### src/rtl/cadr_defines.svh
// register offsets, field positions, reset values and timing counts
// assumes: included by the package and the register bank module
`ifndef CADR_DEFINES_SVH
`define CADR_DEFINES_SVH

// ----------------------------------------------------------------
// register offsets
// ----------------------------------------------------------------
`define CADR_OFS_AGC_CELL    8'h24
`define CADR_OFS_DRV_STAT    8'h25
`define CADR_OFS_IRQ_STAT    8'h30
`define CADR_OFS_IRQ_EN      8'h31
`define CADR_OFS_IRQ_CLR     8'h32

// ----------------------------------------------------------------
// cell agc register fields
// ----------------------------------------------------------------
`define CADR_AGC_NF_BIT      14
`define CADR_AGC_NL_HI       13
`define CADR_AGC_NL_LO       11
`define CADR_AGC_HYS_HI      10
`define CADR_AGC_HYS_LO      9
`define CADR_AGC_CLP_BIT     8
`define CADR_AGC_TG_HI       7
`define CADR_AGC_TG_LO       5
`define CADR_AGC_TC_HI       4
`define CADR_AGC_TC_LO       1
`define CADR_AGC_EN_BIT      0
`define CADR_AGC_WMASK       16'h3FFF
`define CADR_AGC_RESET       16'h0000

// ----------------------------------------------------------------
// driver status register fields
// ----------------------------------------------------------------
`define CADR_DRV_FL_HI       15
`define CADR_DRV_FL_LO       10
`define CADR_DRV_HEADPHONE_POP_REDUCE_OFF_BIT    9
`define CADR_DRV_BZ_BIT      8
`define CADR_DRV_SP2_BIT     7
`define CADR_DRV_SP1_BIT     6
`define CADR_DRV_DRIVER_POP_SEQUENCE_OFF_BIT    5
`define CADR_DRV_PST_BIT     4
`define CADR_DRV_WMASK       16'h03F0
`define CADR_DRV_FL_RESET    6'h3F
`define CADR_DRV_CTL_RESET   6'h00

// ----------------------------------------------------------------
// interrupt bits
// ----------------------------------------------------------------
`define CADR_IRQ_W           8
`define CADR_IRQ_NF          7
`define CADR_IRQ_SC          6

// ----------------------------------------------------------------
// timing
// ----------------------------------------------------------------
`define CADR_CLK_MHZ         100
`define CADR_POP_SHORT_MS    802
`define CADR_POP_LONG_MS     4006
`define CADR_MS_CYCLES       (1000 * `CADR_CLK_MHZ)

`endif

### src/rtl/cadr_pkg.sv
// types shared by the register bank and its users
// assumes: the defines header is on the include path
package cadr_pkg;
	`include "cadr_defines.svh"

	// control fields of the cell agc register, for the gain loop
	typedef struct packed {
		logic [2:0] noise_threshold_level;
		logic [1:0] cell_hysteresis_select;
		logic       cell_clip_step_enable;
		logic [2:0] cell_target_level;
		logic [3:0] cell_time_constant;
		logic       cell_gain_loop_enable;
	} cadr_agc_cfg_t;

	// driver routing and pop controls
	typedef struct packed {
		logic headphone_pop_reduce_off;
		logic buzzer_route_off;
		logic speaker_two_buzzer_route;
		logic speaker_one_buzzer_route;
		logic driver_pop_sequence_off;
		logic pop_sequence_duration;
	} cadr_drv_cfg_t;

	// pop sequencer states
	typedef enum logic [2:0] {
		CADR_POP_IDLE = 3'b001,
		CADR_POP_RUN  = 3'b010,
		CADR_POP_DONE = 3'b100
	} cadr_pop_state_t;
endpackage

### src/rtl/cadr_regs.sv
// cell agc control and driver power-down status registers with interrupt
// assumes: one 100 MHz clock, status pins from analog are asynchronous
//
// Operation
// - bit 14 of the agc register reads 1 when signal is below noise threshold.
// - noise flag means something only while the cell agc is enabled.
// - three-bit noise threshold shared by all agc; codes 0,1 give -30 dB.
// - hysteresis code selects 1, 2, 4 dB or none.
// - bit 8 enables clip stepping for the cell agc.
// - three-bit target field selects output level from -5.5 to -24 dB.
// - time-constant field picks attack and decay, fixed regardless of sample rate.
// - bit 0 turns the cell agc on.
// - driver status valid only while short-circuit detect reads 0.
// - bits 15..10 report six drivers powered down, reset to 1.
// - bit 9 low enables headphone pop reduction.
// - bit 8 low enables routing into the buzzer gain stage.
// - bits 7 and 6 enable speaker two and one into buzzer stage.
// - bit 5 low enables pop sequencing of four drivers.
// - bit 4 picks pop sequencing time 802 ms or 4006 ms.
//
// The plain strobed port is this design's own decision.
`timescale 1ns/1ns
`include "cadr_defines.svh"

module cadr_regs
	import cadr_pkg::*;
#(
	parameter int unsigned POP_SHORT_CYC = `CADR_POP_SHORT_MS * `CADR_MS_CYCLES,
	parameter int unsigned POP_LONG_CYC  = `CADR_POP_LONG_MS * `CADR_MS_CYCLES
) (
	input  wire logic        clk_i,
	input  wire logic        arst_n_i,
	input  wire logic [7:0]  addr_i,
	input  wire logic [15:0] wdata_i,
	input  wire logic        wr_i,
	input  wire logic        rd_i,
	output logic      [15:0] rdata_o,
	input  wire logic        noise_below_i,
	input  wire logic [5:0]  driver_down_i,
	input  wire logic        short_detect_i,
	output cadr_agc_cfg_t    agc_cfg_o,
	output cadr_drv_cfg_t    drv_cfg_o,
	output logic             pop_active_o,
	output logic             irq_o
);

	// ----------------------------------------------------------------
	// input synchronisers
	// ----------------------------------------------------------------
	logic [7:0] sync1_reg;
	logic [7:0] sync2_reg;

	// two flops on every analog status pin, reset to idle levels so no false edge follows reset
	always_ff @(posedge clk_i or negedge arst_n_i) begin
		if (!arst_n_i) begin
			sync1_reg <= 8'h3F;
			sync2_reg <= 8'h3F;
		end else begin
			sync1_reg <= {short_detect_i, noise_below_i, driver_down_i};
			sync2_reg <= sync1_reg;
		end
	end

	logic       short_s;
	logic       noise_s;
	logic [5:0] down_s;
	assign short_s = sync2_reg[7];
	assign noise_s = sync2_reg[6];
	assign down_s  = sync2_reg[5:0];

	// ----------------------------------------------------------------
	// address decode
	// ----------------------------------------------------------------
	function automatic logic hit(input logic [7:0] a, input logic [7:0] ofs);
		hit = (a == ofs);
	endfunction

	logic wr_agc;
	logic wr_drv;
	logic wr_en;
	logic wr_clr;
	assign wr_agc = wr_i && hit(addr_i, `CADR_OFS_AGC_CELL);
	assign wr_drv = wr_i && hit(addr_i, `CADR_OFS_DRV_STAT);
	assign wr_en  = wr_i && hit(addr_i, `CADR_OFS_IRQ_EN);
	assign wr_clr = wr_i && hit(addr_i, `CADR_OFS_IRQ_CLR);

	// ----------------------------------------------------------------
	// cell agc register
	// ----------------------------------------------------------------
	logic [13:0] agc_reg;

	// only bits 13..0 are stored; flag and reserved bit ignore writes
	always_ff @(posedge clk_i or negedge arst_n_i) begin
		if (!arst_n_i) begin
			agc_reg <= 14'h0000;
		end else if (wr_agc) begin
			agc_reg <= wdata_i[13:0];
		end
	end

	assign agc_cfg_o = cadr_agc_cfg_t'(agc_reg);

	// noise flag read value, held low while the loop is off
	logic noise_flag;
	assign noise_flag = noise_s & agc_reg[`CADR_AGC_EN_BIT];

	// ----------------------------------------------------------------
	// driver status register
	// ----------------------------------------------------------------
	logic [5:0] drv_ctl_reg;
	logic [5:0] drv_fl_reg;

	// writable routing and pop bits
	always_ff @(posedge clk_i or negedge arst_n_i) begin
		if (!arst_n_i) begin
			drv_ctl_reg <= `CADR_DRV_CTL_RESET;
		end else if (wr_drv) begin
			drv_ctl_reg <= wdata_i[9:4];
		end
	end

	// power-down flags frozen while a short is detected
	always_ff @(posedge clk_i or negedge arst_n_i) begin
		if (!arst_n_i) begin
			drv_fl_reg <= `CADR_DRV_FL_RESET;
		end else if (!short_s) begin
			drv_fl_reg <= down_s;
		end
	end

	assign drv_cfg_o = cadr_drv_cfg_t'(drv_ctl_reg);

	// ----------------------------------------------------------------
	// pop sequencer timer
	// ----------------------------------------------------------------
	cadr_pop_state_t pop_state_reg;
	logic [31:0]     pop_cnt_reg;
	logic            pop_start;
	// a write that enables sequencing starts a run when the sequencer is idle
	assign pop_start = wr_drv && !wdata_i[`CADR_DRV_DRIVER_POP_SEQUENCE_OFF_BIT];

	always_ff @(posedge clk_i or negedge arst_n_i) begin
		if (!arst_n_i) begin
			pop_state_reg <= CADR_POP_IDLE;
			pop_cnt_reg   <= 32'h0000_0000;
		end else begin
			case (pop_state_reg)
				CADR_POP_IDLE: begin
					if (pop_start) begin
						pop_state_reg <= CADR_POP_RUN;
						pop_cnt_reg   <= wdata_i[`CADR_DRV_PST_BIT] ? POP_LONG_CYC - 1 : POP_SHORT_CYC - 1;
					end
				end
				CADR_POP_RUN: begin
					if (drv_ctl_reg[1]) begin
						pop_state_reg <= CADR_POP_IDLE;
					end else if (pop_cnt_reg == 32'h0000_0000) begin
						pop_state_reg <= CADR_POP_DONE;
					end else begin
						pop_cnt_reg <= pop_cnt_reg - 32'h0000_0001;
					end
				end
				CADR_POP_DONE: begin
					pop_state_reg <= CADR_POP_IDLE;
				end
				default: begin
					pop_state_reg <= CADR_POP_IDLE;
				end
			endcase
		end
	end

	assign pop_active_o = (pop_state_reg == CADR_POP_RUN);

	// ----------------------------------------------------------------
	// interrupts
	// ----------------------------------------------------------------
	logic [7:0] irq_stat_reg;
	logic [7:0] irq_en_reg;
	logic [7:0] irq_ev;
	logic       nf_d_reg;
	logic       sc_d_reg;
	logic [5:0] fl_d_reg;

	// edge detectors on synchronised levels
	always_ff @(posedge clk_i or negedge arst_n_i) begin
		if (!arst_n_i) begin
			nf_d_reg <= 1'b0;
			sc_d_reg <= 1'b0;
			fl_d_reg <= `CADR_DRV_FL_RESET;
		end else begin
			nf_d_reg <= noise_flag;
			sc_d_reg <= short_s;
			fl_d_reg <= drv_fl_reg;
		end
	end

	assign irq_ev = {noise_flag & ~nf_d_reg, short_s & ~sc_d_reg, drv_fl_reg ^ fl_d_reg};

	// sticky status; a new event beats a clear in the same cycle
	always_ff @(posedge clk_i or negedge arst_n_i) begin
		if (!arst_n_i) begin
			irq_stat_reg <= 8'h00;
		end else begin
			irq_stat_reg <= (irq_stat_reg & ~(wr_clr ? wdata_i[7:0] : 8'h00)) | irq_ev;
		end
	end

	always_ff @(posedge clk_i or negedge arst_n_i) begin
		if (!arst_n_i) begin
			irq_en_reg <= 8'h00;
		end else if (wr_en) begin
			irq_en_reg <= wdata_i[7:0];
		end
	end

	assign irq_o = |(irq_stat_reg & irq_en_reg);

	// ----------------------------------------------------------------
	// read data, one cycle after the strobe
	// ----------------------------------------------------------------
	always_ff @(posedge clk_i or negedge arst_n_i) begin
		if (!arst_n_i) begin
			rdata_o <= 16'h0000;
		end else if (rd_i) begin
			if (hit(addr_i, `CADR_OFS_AGC_CELL)) begin
				rdata_o <= {1'b0, noise_flag, agc_reg};
			end else if (hit(addr_i, `CADR_OFS_DRV_STAT)) begin
				rdata_o <= {drv_fl_reg, drv_ctl_reg, 4'h0};
			end else if (hit(addr_i, `CADR_OFS_IRQ_STAT)) begin
				rdata_o <= {8'h00, irq_stat_reg};
			end else if (hit(addr_i, `CADR_OFS_IRQ_EN)) begin
				rdata_o <= {8'h00, irq_en_reg};
			end else begin
				rdata_o <= 16'h0000;
			end
		end else begin
			rdata_o <= 16'h0000;
		end
	end
endmodule // cadr_regs

### config.mk
export PLATFORM = sky130hd
export DESIGN_NAME = cadr_regs
export DESIGN_NICKNAME = d
export VERILOG_FILES = /design/src/rtl/cadr_pkg.sv /design/src/rtl/cadr_regs.sv
export VERILOG_INCLUDE_DIRS = /design/src /design/src/rtl
export SDC_FILE = /design/constraint.sdc
export NUM_CORES = 1
export LEC_CHECK = 0
export BUFFER_PORTS_ARGS = -buffer_cell sky130_fd_sc_hd__clkbuf_2
export CAP_MARGIN = 20
export CORE_MARGIN = 3
export CORE_UTILIZATION = 45
export DETAILED_ROUTE_END_ITERATION = 8
export PLACE_DENSITY = 0.69
export SETUP_SLACK_MARGIN = 0.15
export SYNTH_ARGS = -nofsm -noshare
export SYNTH_HDL_FRONTEND = slang
export SYNTH_SLANG_ARGS = --single-unit
### constraint.sdc
create_clock -name clk_i -period 5.45 [get_ports clk_i]
set_input_delay 1.09 -clock clk_i [delete_from_list [all_inputs] [get_ports clk_i]]
set_output_delay 1.09 -clock clk_i [all_outputs]
set_load 0.02 [all_outputs]
==> impl_metrics.csv <==
group,metric,value,unit
route,detail_route.wl_per_cell,17.68,microns
grt,overall_track_demand_over_capacity_in_global_routing,19.96,%
timing,timing.fmax,283.4,MHz
worst_setup_path,critical_path_peak_fanout,21,
pwr,share_clk_of_total_power,48.7,%
finish,finalNetCount,565,
placement,port-buffer-count,71,
die,initial_core_util,46.88,%
timing,maxSlewHeadroom,34.50,%
die,die-width,113.4,microns
die,rows,38,
worst_setup_path,critical_path.endpoint_type,"primary output",
timing,slew_at_the_pin_closest_to_its_max_slew_limit,0.9750,ns
cts,cts_made_buffers,17,
min_path,worst_hold_path_type,"reg2reg",
logic_synthesis,synth.largest_area_cell,"dfrtp_1",
finish,syn_to_final_growth,19.56,%
cts,clock_path_buffers,2,
die,boundaryPins,74,
pwr,power_switching_share,23.69,%
cts,worstSkewPairLatency,0.41,ns
timing,final-hold-violation-count,0,
flow_run,timing.max_cap.violations,0,
logic_synthesis,post-synth-top-area-fraction,44.33,%
timing,period_minus_slack,3.529,ns
grt,initial_antenna_violation_count,0,
pwr,power_density,330.8,nW/um^2
logic_synthesis,synth_edf_count,0,
route,post-route-drc-count,0,
pwr,cellLeakagePower,0.002719,uW
pwr,internal_power,1567,uW
status,outcome,"complete, no violations",
logic_synthesis,gate_count_post_synth,453,
logic_synthesis,total_of_flip_flops_plus_latches_after_synthesis,117,
route,routed-via-count,3947,
die,die_height,113.4,microns
pwr,ir_drop,0.0002796,V
logic_synthesis,synthTopCellsByArea,"dfrtp_1 (44%), dfstp_2 (13%), mux2_2 (7.8%)",
finish,max_reg_flops,32,
finish,seqCellArea,2959,sq um
grt,grt-ovfl-total,0,
logic_synthesis,synth.yosys.seq_area_share,56.97,%
finish,final_layout_size_suffix_gt1_share,32.35,%
grt,first_global_vias,4006,
placement,globalplace.congestion,0.8642,
placement,place_hpwl,8109,microns
logic_synthesis,yosysUniqueCellTypes,64,
pwr,net-switching-power,486.6,uW
cts,number_of_hold_repair_buffers_added_at_the_cts_stage,0,
timing,timing.hold.ws,0.3451,ns
logic_synthesis,yosysWarningCount,0,
logic_synthesis,synthesis.area_per_instance,11.47,sq um
pwr,pwr-share-comb,5.4,%
finish,antenna_cells_inserted,0,
worst_setup_path,arrival,2.44,ns
grt,grt_max_degree,65,
cts,cts_setup_buffers,0,
placement,dpl-instance-area,5668,sq um
placement,number_of_placed_cells_counting_well_taps,649,
die,total_core_area,11080,sq um
finish,fillerInstances,937,
route,ant_nets,0,
cts,cts_root_buffer,"clkbuf_16",
worst_setup_path,worstSetupPathType,"reg2out",
cts,post_cts_resize_count,0,
finish,multiInputGateArea,2090,sq um
route,detailed_router_s_first_iteration_violation_count,368,
route,drt_first_pass_iters,5,
timing,maxSlewViolCount,0,
worst_setup_path,cp.required,4.36,ns
logic_synthesis,yosys_most_used_dff,"dfrtp_1",
worst_setup_path,startpoint_type,"flop",
logic_synthesis,synthesis.area,5194,sq um
pwr,p_seq_share,45.9,%
logic_synthesis,ys_async_sr_fraction,100.0,%
grt,grt_first_pass_wirelength,20230,microns
finish,final_instance_area,6210,sq um
timing,timing.clock.skew,0.006975,ns
cts,clkSlewWorstSetupHoldPaths,0.05,ns
cts,cts_sinks,117,
timing,fin_setup_tns,0,ns
finish,fin_util,56.05,%
logic_synthesis,synthesis.nets,490,
timing,final_min_period_over_clock_period,64.75,%
timing,grt_setup_unrepaired,"false",
route,drt-total-wl,12040,microns
finish,final-instance-count-excl-fill,681,
route,vias_per_cell,5.796,
cts,cts_max_level,4,
timing,setup-violations-final,0,
die,die_area,12870,sq um
cts,tritoncts_clock_tree,"yes",
-- layout make-up --
class | instances | area share, %
Tap cell | 140 | 2.821
Sequential cell | 117 | 47.65
Timing Repair Buffer | 72 | 5.884
Multi-Input combinational cell | 299 | 33.65
Inverter | 21 | 1.269
Clock buffer | 21 | 7.435
Clock inverter | 11 | 1.290
-- power groups by stage --
stage          Combinational (uW)  Clock (uW)  Sequential (uW)
2_1_floorplan                51.6           0              957
3_3_place_gp                  109           0              954
3_5_place_dp                  112           0              956
4_1_cts                       113        1020              942
5_1_grt                       124        1060              947
6_report                      111        1000              942
-- metrics by stage --
stage               power, uW  worst slack [ns]
floorplan                1008             2.674
global placement         1063             1.866
detailed placement       1068             1.767
CTS                      2076             1.958
global route             2135             1.717
finish                   2054             1.921
-- cell families after synthesis --
| family | synth area share, % |
|---|---|
| AND/OR/NAND/NOR | 14.19 |
| XOR/XNOR | 1.012 |
| adder cells (fa/ha/maj) | 0.2409 |
| buffers and inverters | 2.794 |
| multiplexers | 10.12 |
| flip-flops | 56.97 |
| AO/OA/AOI/OAI | 14.67 |
-- per-layer routing --
metal	up-vias	track usage, %	wire [microns]
li1	1826	-	-
met1	1925	26.72	5340
met2	171	30.45	5685
met3	25	4.562	722
met4	0	10.58	290
met5	-	0	0
-- worst max-delay path, cell delays in order (launching register included) --
cell and delay, ns:
dfstp_2 0.53, or3b_1 0.62, clkinv_1 0.58, clkbuf_2 0.29
-- synthesized netlist by cell type (all sizes together), types with 4 or more instances --
cell	n
nand4	7
nand3	6
nand2	33
nand2b	4
nor2	35
mux2i	12
o21ai	11
mux2	36
a22oi	10
a21oi	17
clkbuf	9
o211ai	7
a21o	6
xor2	6
o31ai	13
nor3	10
dfrtp	92
nor2b	4
inv	20
o2bb2ai	6
o22ai	5
buf	7
nor4	6
dfstp	25
or4	6
a31oi	13
and4	4
-- placed cells by master (no fill, tap or decap), drive strengths merged, types with 4 or more instances in the layout --
cell      Yosys  layout
or4           6       6
nor2b         4       4
o211ai        7       7
nor2         35      35
clkbuf        9      91
o31ai        13      13
a21oi        17      17
a21o          6       6
mux2         36      36
and4          4       4
a31oi        13      13
nand2b        4       4
xor2          6       6
clkinvlp      0       4
o21ai        11      11
nand2        33      33
nand3         6       6
nand4         7       7
o2bb2ai       6       6
nor3         10      10
mux2i        12      12
inv          20      21
dfrtp        92      92
dfstp        25      25
o22ai         5       5
a22oi        10      10
nor4          6       6
clkinv        1       7
-- path summary, 6_finish.rpt --
path	slack (ns)	end	startpoint	cells after the start
worst max-delay path	1.92	pop_active_o	pop_state_reg[0]	3
worst min-delay path	0.35	sync2_reg[7]	sync1_reg[7]	0
worst max register to register	1.95	pop_cnt_reg[24]	pop_cnt_reg[0]	7
worst min register to register	0.35	sync2_reg[7]	sync1_reg[7]	0
max in group asynchronous	3.49	irq_stat_reg[0]	arst_n_i	2
min in group asynchronous	0.71	pop_cnt_reg[29]	arst_n_i	1
Power figures use the tool's default switching activity.
